## src/rtl/adc_ctrl_pkg.sv

```systemverilog
package adc_ctrl_pkg;

	// register indices; byte address is four times the index
	localparam logic [7:0] IDX_RES_LO  = 8'h78;
	localparam logic [7:0] IDX_RES_HI  = 8'h79;
	localparam logic [7:0] IDX_CTRL_A  = 8'h7A;
	localparam logic [7:0] IDX_CTRL_B  = 8'h7B;
	localparam logic [7:0] IDX_CH_CFG  = 8'h7C;

	// converter_control_a fields
	localparam int CA_EN     = 7;
	localparam int CA_START  = 6;
	localparam int CA_ATE    = 5;
	localparam int CA_FLAG   = 4;
	localparam int CA_IE     = 3;
	// converter_control_b fields
	localparam int CB_ACME   = 6;
	localparam int CB_MUX5   = 3;
	// channel configuration fields
	localparam int CFG_LADJ  = 5;

	// conversion lengths in converter clocks: 25 first, 13 later
	localparam logic [4:0] FIRST_CONV_CLKS  = 5'h19;
	localparam logic [4:0] NORMAL_CONV_CLKS = 5'h0D;

	localparam logic [1:0] RESP_OKAY   = 2'h0;
	localparam logic [1:0] RESP_SLVERR = 2'h2;

	typedef enum logic [2:0] {
		SEL_LO   = 3'h0,
		SEL_HI   = 3'h1,
		SEL_CA   = 3'h2,
		SEL_CB   = 3'h3,
		SEL_CFG  = 3'h4,
		SEL_NONE = 3'h7
	} reg_sel_t;

	typedef enum logic {
		S_IDLE = 1'b0,
		S_CONV = 1'b1
	} conv_state_t;

	// last prescaler count: codes 0 and 1 divide by 2, then 4..128
	function automatic logic [6:0] div_last(input logic [2:0] code);
		logic [7:0] d;
		d = 8'h01 << code;
		div_last = (code < 3'h2) ? 7'h01 : d[6:0] - 7'h01;
	endfunction

	// every code outside the single-ended groups is differential
	function automatic logic is_diff(input logic [5:0] ch);
		is_diff = (ch[4:3] != 2'h0) && (ch[4:0] != 5'h1E)
			&& (ch[4:0] != 5'h1F);
	endfunction

endpackage

```

## src/rtl/adc_ctrl.sv

```systemverilog
// Contract
// [RULE1] enable bit powers converter, clearing aborts
// [RULE2] start bit launches one or first conversion
// [RULE3] first conversion 25 clocks, later 13
// [RULE4] start reads one while busy, zero-write ignored
// [RULE5] auto-trigger starts on selected rising edge
// [RULE6] done flag set on completion, gated irq
// [RULE7] flag cleared by vector or writing one
// [RULE8] irq enable and global enable gate irq
// [RULE9] prescaler divides by 2 up to 128
// [RULE10] right adjust places result in low bits
// [RULE11] left adjust places result in high bits
// [RULE12] differential result in two's complement
// [RULE13] low-byte read locks result until high read
// [RULE14] software writes zero to reserved bit
// [RULE15] trigger source ignored without auto-trigger
// [RULE16] switching to set source gives rising edge
// [RULE17] selecting free running causes no trigger
// [RULE18] trigger codes map to eight sources
// [RULE19] no free running with differential channels; not enforced, free running also runs on differential channels
// [RULE20] left adjust change shows immediately
// [RULE21] channel change waits for conversion end
module adc_ctrl #(
	parameter int ADDR_W = 12
) (
	input  wire logic              CORE_CLK,
	input  wire logic              SRST,
	input  wire logic              CE,
	input  wire logic [ADDR_W-1:0] AWADDR,
	input  wire logic              AWVALID,
	output      logic              AWREADY,
	input  wire logic [31:0]       WDATA,
	input  wire logic [3:0]        WSTRB,
	input  wire logic              WVALID,
	output      logic              WREADY,
	output      logic [1:0]        BRESP,
	output      logic              BVALID,
	input  wire logic              BREADY,
	input  wire logic [ADDR_W-1:0] ARADDR,
	input  wire logic              ARVALID,
	output      logic              ARREADY,
	output      logic [31:0]       RDATA,
	output      logic [1:0]        RRESP,
	output      logic              RVALID,
	input  wire logic              RREADY,
	input  wire logic [6:0]        TRIG_FLAGS,
	input  wire logic              GLOBAL_IRQ_EN,
	input  wire logic              IRQ_ACK,
	input  wire logic [9:0]        SAMPLE_CODE,
	output      logic              IRQ,
	output      logic              CONV_POWER,
	output      logic              CONV_BUSY,
	output      logic [5:0]        CONV_CHANNEL
);

	if (ADDR_W < 10)
	begin : g_bad_addr_w
		$error("ADDR_W too small to reach the register indices");
	end

	typedef struct packed {
		adc_ctrl_pkg::conv_state_t state;
		logic                      en;
		logic                      ate;
		logic                      flag;
		logic                      ie;
		logic [2:0]                ps;
		logic                      acme;
		logic                      mux5;
		logic [2:0]                ts;
		logic                      ladj;
		logic [4:0]                chan;
		logic [5:0]                act_chan;
		logic                      init_done;
		logic                      first;
		logic [6:0]                pre_cnt;
		logic [4:0]                tick_cnt;
		logic [9:0]                result;
		logic                      lock;
		logic                      done_pulse;
		logic                      trig_prev;
		logic                      aw_got;
		logic [ADDR_W-1:0]         aw_addr;
		logic                      w_got;
		logic [7:0]                wdata;
		logic                      wlane;
		logic                      bvalid;
		logic [1:0]                bresp;
		logic                      rvalid;
		logic [1:0]                rresp;
		logic [7:0]                rdata;
	} regs_t;

	localparam regs_t REGS_INIT = '0;

	regs_t                  state_reg;
	regs_t                  state_next;
	adc_ctrl_pkg::reg_sel_t wsel;
	adc_ctrl_pkg::reg_sel_t rsel;
	logic                   do_wr;
	logic                   wr_en;
	logic                   sw_start;
	logic                   flag_clr;
	logic                   sel_sig;
	logic                   trig_edge;
	logic                   tick;
	logic                   complete;
	logic                   lo_read;
	logic [4:0]             conv_last;
	logic [9:0]             conv_val;
	logic [7:0]             lo_view;
	logic [7:0]             hi_view;

	// address decode: unmapped indices answer with a slave error
	function automatic adc_ctrl_pkg::reg_sel_t decode(
		input logic [ADDR_W-1:0] a);
		logic [ADDR_W-3:0] idx;
		idx = a[ADDR_W-1:2];
		if (idx == (ADDR_W-2)'(adc_ctrl_pkg::IDX_RES_LO))
			decode = adc_ctrl_pkg::SEL_LO;
		else if (idx == (ADDR_W-2)'(adc_ctrl_pkg::IDX_RES_HI))
			decode = adc_ctrl_pkg::SEL_HI;
		else if (idx == (ADDR_W-2)'(adc_ctrl_pkg::IDX_CTRL_A))
			decode = adc_ctrl_pkg::SEL_CA;
		else if (idx == (ADDR_W-2)'(adc_ctrl_pkg::IDX_CTRL_B))
			decode = adc_ctrl_pkg::SEL_CB;
		else if (idx == (ADDR_W-2)'(adc_ctrl_pkg::IDX_CH_CFG))
			decode = adc_ctrl_pkg::SEL_CFG;
		else
			decode = adc_ctrl_pkg::SEL_NONE;
	endfunction

	// readies drop while frozen so no beat is lost
	assign AWREADY = CE && !state_reg.aw_got && !state_reg.bvalid;
	assign WREADY  = CE && !state_reg.w_got && !state_reg.bvalid;
	assign ARREADY = CE && !state_reg.rvalid;
	assign BVALID  = state_reg.bvalid;
	assign BRESP   = state_reg.bresp;
	assign RVALID  = state_reg.rvalid;
	assign RRESP   = state_reg.rresp;
	assign RDATA   = {24'h000000, state_reg.rdata};
	assign IRQ     = state_reg.flag && state_reg.ie
		&& GLOBAL_IRQ_EN; // see [RULE6] see [RULE8]
	assign CONV_POWER   = state_reg.en; // see [RULE1]
	assign CONV_BUSY    = state_reg.state == adc_ctrl_pkg::S_CONV;
	assign CONV_CHANNEL = state_reg.act_chan;

	// live left-adjust view, no resampling needed
	always_comb
	begin
		if (state_reg.ladj)
		begin
			lo_view = {state_reg.result[1:0], 6'h00}; // see [RULE11]
			hi_view = state_reg.result[9:2]; // see [RULE20]
		end
		else
		begin
			lo_view = state_reg.result[7:0]; // see [RULE10]
			hi_view = {6'h00, state_reg.result[9:8]};
		end
	end

	// all next-state logic
	always_comb
	begin
		state_next = state_reg;
		state_next.done_pulse = 1'b0;
		sw_start = 1'b0;
		lo_read = 1'b0;
		complete = 1'b0;
		tick = 1'b0;
		wsel = decode(state_reg.aw_addr);
		rsel = decode(ARADDR);
		do_wr = state_reg.aw_got && state_reg.w_got && !state_reg.bvalid;
		wr_en = do_wr && state_reg.wlane;
		conv_last = (state_reg.first ? adc_ctrl_pkg::FIRST_CONV_CLKS
			: adc_ctrl_pkg::NORMAL_CONV_CLKS) - 5'h01; // see [RULE3]
		conv_val = SAMPLE_CODE;
		if (adc_ctrl_pkg::is_diff(state_reg.act_chan))
			conv_val[9] = ~SAMPLE_CODE[9]; // see [RULE12]
		// code 0 follows completion, others the peripheral flags
		if (state_reg.ts == 3'h0)
			sel_sig = state_reg.done_pulse; // see [RULE17]
		else
			sel_sig = TRIG_FLAGS[3'(state_reg.ts - 3'h1)]; // see [RULE18]
		state_next.trig_prev = sel_sig; // see [RULE16]
		trig_edge = state_reg.ate && sel_sig
			&& !state_reg.trig_prev; // see [RULE5] see [RULE15]
		flag_clr = IRQ_ACK || (wr_en && wsel == adc_ctrl_pkg::SEL_CA
			&& state_reg.wdata[adc_ctrl_pkg::CA_FLAG]); // see [RULE7]

		// write address and data are taken in either order
		if (AWVALID && AWREADY)
		begin
			state_next.aw_got = 1'b1;
			state_next.aw_addr = AWADDR;
		end
		if (WVALID && WREADY)
		begin
			state_next.w_got = 1'b1;
			state_next.wdata = WDATA[7:0];
			state_next.wlane = WSTRB[0];
		end
		if (do_wr)
		begin
			state_next.aw_got = 1'b0;
			state_next.w_got = 1'b0;
			state_next.bvalid = 1'b1;
			state_next.bresp = (wsel == adc_ctrl_pkg::SEL_NONE)
				? adc_ctrl_pkg::RESP_SLVERR : adc_ctrl_pkg::RESP_OKAY;
		end
		if (state_reg.bvalid && BREADY)
			state_next.bvalid = 1'b0;

		// register writes; result bytes are read-only
		if (wr_en)
		begin
			unique case (wsel)
				adc_ctrl_pkg::SEL_CA:
				begin
					state_next.en = state_reg.wdata[adc_ctrl_pkg::CA_EN];
					state_next.ate = state_reg.wdata[adc_ctrl_pkg::CA_ATE];
					state_next.ie = state_reg.wdata[adc_ctrl_pkg::CA_IE];
					state_next.ps = state_reg.wdata[2:0];
					// a zero here does nothing
					sw_start = state_reg.wdata[adc_ctrl_pkg::CA_START]; // see [RULE4]
				end
				adc_ctrl_pkg::SEL_CB:
				begin
					// bit 7 is dropped, reads zero
					state_next.acme = state_reg.wdata[adc_ctrl_pkg::CB_ACME]; // see [RULE14]
					state_next.mux5 = state_reg.wdata[adc_ctrl_pkg::CB_MUX5];
					state_next.ts = state_reg.wdata[2:0];
				end
				adc_ctrl_pkg::SEL_CFG:
				begin
					state_next.ladj = state_reg.wdata[adc_ctrl_pkg::CFG_LADJ];
					state_next.chan = state_reg.wdata[4:0];
				end
				default:
				begin
				end
			endcase
		end

		// reads; the byte order sets and releases the result lock
		if (ARVALID && ARREADY)
		begin
			state_next.rvalid = 1'b1;
			state_next.rresp = adc_ctrl_pkg::RESP_OKAY;
			unique case (rsel)
				adc_ctrl_pkg::SEL_LO:
				begin
					state_next.rdata = lo_view;
					state_next.lock = 1'b1; // see [RULE13]
					lo_read = 1'b1;
				end
				adc_ctrl_pkg::SEL_HI:
				begin
					state_next.rdata = hi_view;
					state_next.lock = 1'b0; // see [RULE13]
				end
				adc_ctrl_pkg::SEL_CA:
					state_next.rdata = {state_reg.en,
						state_reg.state == adc_ctrl_pkg::S_CONV, // see [RULE4]
						state_reg.ate, state_reg.flag, state_reg.ie,
						state_reg.ps};
				adc_ctrl_pkg::SEL_CB:
					state_next.rdata = {1'b0, state_reg.acme, 2'h0,
						state_reg.mux5, state_reg.ts};
				adc_ctrl_pkg::SEL_CFG:
					state_next.rdata = {2'h0, state_reg.ladj,
						state_reg.chan};
				default:
				begin
					state_next.rdata = 8'h00;
					state_next.rresp = adc_ctrl_pkg::RESP_SLVERR;
				end
			endcase
		end
		if (state_reg.rvalid && RREADY)
			state_next.rvalid = 1'b0;

		// conversion sequencer; prescaler restarts with each conversion
		unique case (state_reg.state)
			adc_ctrl_pkg::S_IDLE:
			begin
				// channel follows software only between conversions
				state_next.act_chan = {state_next.mux5,
					state_next.chan}; // see [RULE21]
				if (state_next.en && (sw_start || trig_edge)) // see [RULE2]
				begin
					state_next.state = adc_ctrl_pkg::S_CONV;
					state_next.first = !state_reg.init_done; // see [RULE3]
					state_next.init_done = 1'b1;
					state_next.pre_cnt = 7'h00;
					state_next.tick_cnt = 5'h00;
				end
			end
			adc_ctrl_pkg::S_CONV:
			begin
				// >= copes with a divider lowered mid-conversion
				tick = state_reg.pre_cnt
					>= adc_ctrl_pkg::div_last(state_reg.ps); // see [RULE9]
				state_next.pre_cnt = tick ? 7'h00
					: state_reg.pre_cnt + 7'h01;
				if (tick && state_reg.tick_cnt == conv_last
					&& state_next.en)
				begin
					complete = 1'b1;
					state_next.state = adc_ctrl_pkg::S_IDLE;
					state_next.done_pulse = 1'b1;
					if (!state_reg.lock && !lo_read)
						state_next.result = conv_val; // see [RULE13]
				end
				else if (tick)
					state_next.tick_cnt = state_reg.tick_cnt + 5'h01;
			end
		endcase

		// set wins over any clear in the same cycle
		state_next.flag = (state_reg.flag && !flag_clr)
			|| complete; // see [RULE6] see [RULE7]

		// switching off aborts and forces the next long conversion
		if (!state_next.en)
		begin
			state_next.state = adc_ctrl_pkg::S_IDLE; // see [RULE1]
			state_next.init_done = 1'b0;
		end
	end

	// single state register, frozen while CE is low
	always_ff @(posedge CORE_CLK)
	begin
		if (SRST)
			state_reg <= REGS_INIT;
		else if (CE)
			state_reg <= state_next;
	end
endmodule // adc_ctrl

```

## config.mk

```make
export PLATFORM = sky130hd
export DESIGN_NAME = adc_ctrl
export DESIGN_NICKNAME = d
export VERILOG_FILES = /design/src/rtl/adc_ctrl_pkg.sv /design/src/rtl/adc_ctrl.sv
export SDC_FILE = /design/constraint.sdc
export NUM_CORES = 1
export LEC_CHECK = 0
export BUFFER_PORTS_ARGS = -buffer_cell sky130_fd_sc_hd__buf_2
export CORE_MARGIN = 2
export CORE_UTILIZATION = 52
export CTS_CLUSTER_DIAMETER = 60
export DETAILED_ROUTE_END_ITERATION = 8
export MAX_ROUTING_LAYER = met4
export PLACE_DENSITY = 0.85
export SYNTH_ARGS = -nofsm -noshare
export SYNTH_HDL_FRONTEND = slang
export SYNTH_SLANG_ARGS = --single-unit
export TNS_END_PERCENT = 100
```

## constraint.sdc

```tcl
create_clock -name CORE_CLK -period 3 [get_ports CORE_CLK]
set_clock_uncertainty 0.05 [all_clocks]
set_input_delay 0.9 -clock CORE_CLK [delete_from_list [all_inputs] [get_ports CORE_CLK]]
set_output_delay 0.9 -clock CORE_CLK [all_outputs]
set_load 0.02 [all_outputs]
```

### Word level (Yosys, flattened, before mapping)

Cells that the tools add are included.

* add/subtract/negate cells: 5
* order comparisons: 3
* equality and inequality tests: 26
* shift-type cells: 1
* muxes and demuxes: 52
* bitwise gates (word level): 2
* reductions and logical operators: 65

Operators with widths (count)
* 10-bit by 7-bit == test with 1-bit output, second input constant: 10
* 8-bit case mux with 5 select lines: 1
* 3-bit two-way mux: 9
* 1-bit logical AND: 26
* 12-bit case mux with 2 select lines: 1
* 10-bit two-way mux: 2
* 2-bit AND reduction: 10
* 3-bit AND reduction: 6
* 1-bit two-way mux: 17
* 8-bit two-way mux: 2
* 5-bit two-way mux: 3
* 14-bit two-way mux: 1
* 2-bit two-way mux: 7
* 7-bit two-way mux: 2
* 13-bit two-way mux: 1
* 3-bit by 2-bit == test with 1-bit output, second input constant: 4
* 2-bit nonzero test: 6
* 11-bit two-way mux: 1
* 5-bit inequality test, second input constant: 2
* 3-bit == test, second input constant: 3
* 1-bit logical NOT: 9
* 4-bit AND reduction: 2
* 7-bit by 1-bit adder with 7-bit output, second input constant: 1
* 7-bit greater-or-equal comparator: 1
* 19 further kinds: 27

* register bits after elaboration: 89
* input bits: 87
* output and inout port bits: 50
* word-level logic and storage cells: 184

### Logic depth before layout (Yosys ltp)

Gate-level depths: netlist of the first run.

* depth in word-level cells: 14
* gate-level depth with buffers: 11
* gate-level depth less buffers: 10

### Least setup slack after synthesis of the first run

Ideal clock, no wire load.

* path type: in2out
* from: in CE
* to: out ARREADY
* data arrival time: 1.751 ns
* data required time: 2.050 ns
* slack: 0.299 ns
* stages on the path: 3
* buffers on the path: 1
* cell sequence: clkbuf_1 > clkinv_1 > nor2_1

* word-level cells in the longest chain between the ends: 1

Ends and longest elaborated chain
* start, declared: line adc_ctrl.sv:28 `input wire logic CE,`
* 1-bit logical AND: line adc_ctrl.sv:136 `assign ARREADY = CE && !state_reg.rvalid;`
* end, declared: line adc_ctrl.sv:41 `output logic ARREADY,`

Every way passes these cells.

### Worst setup path after layout of the first run

* from: reg state_reg[83] in the netlist's numbering
* to: reg state_reg[61] in the netlist's numbering

* word-level cells in the longest chain between the ends: 6
* elaborated cells on any way between the ends: 7
* those cells by class: 1 x add/sub; 2 x order compare; 1 x shift; 3 x mux

Ends and longest elaborated chain
* start, declared: line adc_ctrl.sv:96 `regs_t state_reg;`
* start signal, assigned: line adc_ctrl.sv:339 `state_reg <= state_next;`
* 1-bit by 3-bit left shift with 7-bit output: line adc_ctrl_pkg.sv:46 `d = 8'h01 << code;`
* 7-bit by 1-bit subtractor with 7-bit output: line adc_ctrl_pkg.sv:47 `div_last = (code < 3'h2) ? 7'h01 : d[6:0] - 7'h01;`
* 7-bit two-way mux *: line adc_ctrl_pkg.sv:47
* 7-bit greater-or-equal comparator *: line adc_ctrl.sv:304 `>= adc_ctrl_pkg::div_last(state_reg.ps);`
* 7-bit two-way mux *: line adc_ctrl.sv:305 `state_next.pre_cnt = tick ? 7'h00`
* 12-bit case mux with 2 select lines *: line adc_ctrl.sv:285 `unique case (state_reg.state)`

Mark *: on every way between the ends. The rest lies on a longest branch, timed or not.
A chain may end at the register's enable or synchronous reset.

==> results of run 1 <==
path summary, 6_finish.rpt:
check | start | to | slack, ns | cells past startpoint
setup reg to reg | state_reg[83] | state_reg[61] | 0.19 | 10
hold / removal | state_reg[35] | state_reg[35] | 0.41 | 2
setup / recovery | state_reg[83] | state_reg[61] | 0.19 | 10
hold reg to reg | state_reg[35] | state_reg[35] | 0.41 | 2
power breakdown:
part	total [mW]	switching [mW]	internal, mW
Sequential	1.17	0.0206	1.15
Combinational	0.208	0.137	0.0705
Clock	0.732	0.428	0.305
layer usage:
| metal | up-vias | GRT usage [%] | wire (um) | share of wire [%] |
|---|---|---|---|---|
| li1 | 2071 | - | - | - |
| met1 | 1979 | 28.1 | 4580 | 41 |
| met4 | 0 | 7.59 | 264 | 2.4 |
| met2 | 157 | 38.9 | 5420 | 49 |
| met5 | - | - | 0 | 0 |
| met3 | 27 | 5.94 | 784 | 7.1 |
cells by family (layout without fill, tap and decap cells):
logic type                 count (synthesis)  in the layout  synth area share, %
adders and majority gates                 13             13                 3.52
AOI/OAI and AO/OA                        137            137                 19.8
xor gates and xnor gates                   2              2                0.380
DFF                                       85             85                 36.9
other                                      2             27                0.163
and+or+nand+nor                          207            207                 22.1
buffers and inverters                     82            122                 10.4
muxes                                     30             30                 6.70
layout by cell type, fill, tap and decap left out, drive strengths merged, types with 8 or more instances in the layout:
cell type and instances:
nand2 75, o31ai 8, conb 27, dfxtp 85, nand3 31, nand4 8, ha 13, a211oi 9
a21oi 54, buf 90, inv 18, o21ai 18, clkbuf 9, mux2i 26, nor2 43
area by class of cell:
type | count | area share (%)
tap | 108 | 2.65
clock inverter | 6 | 0.957
multi-input combinational | 416 | 49.7
clock buffer | 9 | 2.43
sequential | 85 | 33.4
timing repair buffer | 90 | 9.61
inverter | 17 | 1.25
metrics by stage:
step                instance area, sq um  hold WS, ns  std cells
floorplan                           4710        0.376        583
global placement                    4920        0.389        716
detailed placement                  4920        0.401        716
CTS                                 5090        0.412        731
global route                        5100        0.438        731
finish                              5100        0.411        731
repair_timing:
action / 4_1_cts / 5_1_grt
endpoints found under the setup margin: 0 / 3
gates resized for setup: 0 / 1
hold buffers: 0 / 0
worst max-delay path, stage by stage, from the launching register on:
cell and delay (ns):
dfxtp_1 0.45, inv_1 0.10, nand3_1 0.08, ha_1 0.14, inv_1 0.05, ha_1 0.18, a2111oi_0 0.80, o31ai_4 0.19
nor2_1 0.37, nand4b_1 0.15, a31oi_1 0.17
==> flow_metrics.tcl, run 1 <==
set metrics [dict create \
    dp_hpwl_um 8350 \
    layout-drive-gt1-share_pct 18.6 \
    async_flop_share_pct 0 \
    syn_avg_cell_area_sq_um 8.27 \
    critPathKind "reg2reg" \
    maxSlewViolCount 0 \
    vias 4234 \
    hp-class "reg2reg" \
    multiInputGateArea_sq_mm 0.00254 \
    synth_commonest_cells "dfxtp_1 (85), nand2_1 (75), a21oi_1 (53)" \
    firstDrtPassIters 8 \
    grt_pass1_wl_um 18100 \
    drc 0 \
    worstPathRequired_ns 3.23 \
    start_util_pct 53.2 \
    crit_path_start_kind "register" \
    core_area_sq_mm 0.00868 \
    ir_worst_vdd_mv 0.399 \
    clock_latency_ns 0.36 \
    antenna_found_initial 0 \
    finalSetupViolCount 0 \
    htree_levels 3 \
    cts_buffer_depth 2 \
    power_mw 2.11 \
    grt-ovfl-total 0 \
    fin_crit_ns 2.81 \
    p_per_area_mw_per_mm2 414 \
    diodes 0 \
    leakage_nw 2.08 \
    die_w_um 98.2 \
    die_h_um 98.2 \
    fp.dieArea_sq_mm 0.00965 \
    post-route-util_pct 58.8 \
    globalplace.congestion 0.935 \
    hold_viol 0 \
    synth_enable_flop_cells 0 \
    wirelength_um 11000 \
    synthFlopType "dfxtp_1" \
    syn_area_sq_mm 0.00462 \
    numCtsBuffers 9 \
    synthesis.instances 558 \
    synth_top_area_share_pct 36.9 \
    cts_root_buf "clkbuf_8" \
    fill_cells 773 \
    status "completed" \
    arrival_ns 3.03 \
    clkTransAtPathRegs_ns 0.09 \
    relSlewSlack_pct 38.5 \
    pin_count 137 \
    yosysTopAreaCell "dfxtp_1" \
    fin_crit_sh_pct 93.6 \
    clock.fmax_mhz 356 \
    cts.sinks 85 \
    synth_cell_types 66 \
    synth_area_leaders "dfxtp_1 (37%), buf_4 (7.0%), nand2_1 (6.1%)" \
    post-cts-setup-buffer-count 0 \
    tightest_slew_ns 0.899 \
    finalSetupTns_ns 0 \
    num_rows 34 \
    synth_most_common_cell "dfxtp_1" \
    crit_path_end_kind "register" \
    routedWlPerCell_um 15.1 \
    cts_tree "built" \
    nets 719 \
    via_per_inst 5.79 \
    ant_nets 0 \
    worst_slack_ns 0.193 \
    largest_reg_flops 65 \
    portBuffers 79 \
    drv_cap 0 \
    yosysSeqAreaShare_pct 36.9 \
    grt_max_degree 78 \
    syn_to_final_growth_pct 10.5 \
    yosys_register_bits 85 \
    yosys_warnings 0 \
    place_ws_ns 0.203 \
    initialDrtViolationCount 379 \
    grt_usage_pct 23.5 \
    seq_area_sq_mm 0.00170 \
    critPathMaxFanout 9 \
    grt_pass1_vias 3895 \
]
No activity file was read; power rests on OpenSTA's default activity.
==> inputs of run 2 (changes only) <==
CELL_PAD_IN_SITES_DETAIL_PLACEMENT = 0   (was not set)
CELL_PAD_IN_SITES_GLOBAL_PLACEMENT = 1   (was not set)
CORE_UTILIZATION = 38   (was 52)
PLACE_DENSITY = 0.86   (was 0.85)
REMOVE_ABC_BUFFERS = 1   (was not set)
==> flow_metrics.tcl, run 2 (synthesis results as in run 1) <==
set metrics [dict create \
    status "completed" \
    hold_viol 0 \
    rrSetupSlack_ns 0.22 \
    r2r_cells 10 \
    core_area_sq_mm 0.0119 \
    post-route-util_pct 44.3 \
    clock.fmax_mhz 360 \
    maxSlewViolCount 0 \
    dp_hpwl_um 8610 \
    design_area_sq_mm 0.00527 \
    grt-ovfl-total 0 \
    final_cell_mix "dfxtp_1 (85), buf_2 (79), nand2_1 (75)" \
    crit_family "compound AO/OA/AOI/OAI gates" \
    seqPwrFrac_pct 48.3 \
    largest_reg_flops 65 \
    vias 4172 \
    initialDrtViolationCount 232 \
    nets 723 \
    syn_to_final_growth_pct 14.3 \
    crit_chain "nor2_1, inv_1, ha_1, inv_1, ha_1, a2111oi_0, o31ai_4, nor2_1, nand4b_1, a31oi_1" \
    critPathBufInv 2 \
    path_depth 10 \
    critPathKind "reg2reg" \
    relSlewSlack_pct 40.2 \
    cts_buffer_depth 2 \
    switchingPower_uw 618 \
    fp.dieArea_sq_mm 0.0130 \
    leakage_nw 2.14 \
    wirelength_um 11600 \
    htree_levels 3 \
    place_ws_ns 0.201 \
    antenna_found_initial 0 \
    rr_endpoint "state_reg[61]" \
    cpMaxStageDelayCell "a2111oi_0" \
    startpoint "state_reg[83]" \
    grt_usage_pct 18.4 \
    multiInputGateArea_sq_mm 0.00254 \
    pin_count 137 \
    fill_cells 1193 \
    drc 0 \
    met1Wirelength_um 5190 \
    arrival_ns 3.00 \
    critPathMaxFanout 9 \
    cts_tree "built" \
    num_rows 40 \
    max_stage_delay_ns 0.78 \
    die_h_um 114 \
    worst_slack_ns 0.224 \
    grt_pass1_wl_um 18500 \
    ir_worst_vdd_mv 0.436 \
    dr.max_layer_used "met4" \
    finalSetupViolCount 0 \
    drv_cap 0 \
    swShare_pct 25.5 \
    clock_latency_ns 0.34 \
    clkPwrFrac_pct 43.1 \
    p_per_area_mw_per_mm2 459 \
    combPwrFrac_pct 8.6 \
    finalSetupTns_ns 0 \
    r2r_start "state_reg[83]" \
    globalplace.congestion 0.852 \
    seq_area_sq_mm 0.00170 \
    start_util_pct 38.8 \
    crit_path_end_kind "register" \
    diodes 0 \
    p_int_mw 1.80 \
    cts.sinks 85 \
    die_w_um 114 \
    grt_pass1_vias 3875 \
    fin_crit_sh_pct 92.5 \
    portBuffers 79 \
    wl_met3_um 627 \
    firstDrtPassIters 5 \
    numCtsBuffers 9 \
    grt_max_degree 35 \
    crit_path_start_kind "register" \
    cts_root_buf "clkbuf_16" \
    layout-drive-gt1-share_pct 19.1 \
    worstPathRequired_ns 3.22 \
    via_per_inst 5.38 \
    hp-class "reg2reg" \
    ant_nets 0 \
    routedWlPerCell_um 14.9 \
    tightest_slew_ns 0.875 \
    endpoint "state_reg[61]" \
    dr_wl_met2_um 5550 \
    placed_area_sq_mm 0.00499 \
    fin_crit_ns 2.78 \
    clkTransAtPathRegs_ns 0.06 \
    final_common_cell "dfxtp_1" \
]
==> run 2: stage by stage <==
stage / hold slack [ns] / std cells / total power [mW]
after floorplan: 0.375 / 518 / 1.30
after global placement: 0.391 / 759 / 1.40
after detailed placement: 0.393 / 759 / 1.40
after CTS: 0.399 / 775 / 2.44
after global routing: 0.409 / 775 / 2.52
final: 0.397 / 775 / 2.42
==> run 2: per-layer routing <==
layer / GRT usage [%] / vias up
met1: 22.6 / 1952
met5: - / -
met4: 4.96 / 0
li1: - / 2079
met3: 4.66 / 18
met2: 30.3 / 123
==> run 2: worst min path at each step <==
stage | cells past startpoint | startpoint | end
final | 2 | RDATA[5] | RDATA[5]
after global routing | 2 | RDATA[0] | RDATA[0]
after CTS | 2 | RDATA[0] | RDATA[0]
after detailed placement | 2 | RDATA[0] | RDATA[0]
after global placement | 2 | state_reg[33] | state_reg[33]
after floorplan | 2 | state_reg[35] | state_reg[35]
==> run 2: repair_timing <==
| action | in CTS | in global routing |
|---|---|---|
| hold buffers | 0 | 0 |
| setup endpoints to repair | 0 | 2 |
| resized for setup | 0 | 1 |
| setup buffers | 0 | 0 |
==> run 2: layout make-up <==
class	count	area share, %
inverters	17	1.21
clock buffers	11	4.60
repair buffers	94	9.63
multi-input cells	416	48.1
well taps	147	3.49
clock inverters	5	0.688
flip-flops and latches	85	32.3
==> run 2: worst reg2reg max path: cells and delay by family, from the launching register on <==
family	cells	cell delay, ns
DFF	1	0.45
adders and majority gates	2	0.31
buffers and inverters	2	0.11
AOI/OAI and AO/OA	3	1.16
and+or+nand+nor	3	0.63
==> run 2: power by group through the flow <==
stage | logic (mW) | registers, mW | clock network (mW)
after floorplan | 0.101 | 1.20 | 0
after global placement | 0.204 | 1.19 | 0
after detailed placement | 0.207 | 1.20 | 0
after CTS | 0.209 | 1.17 | 1.06
after global routing | 0.230 | 1.17 | 1.12
final | 0.209 | 1.17 | 1.04
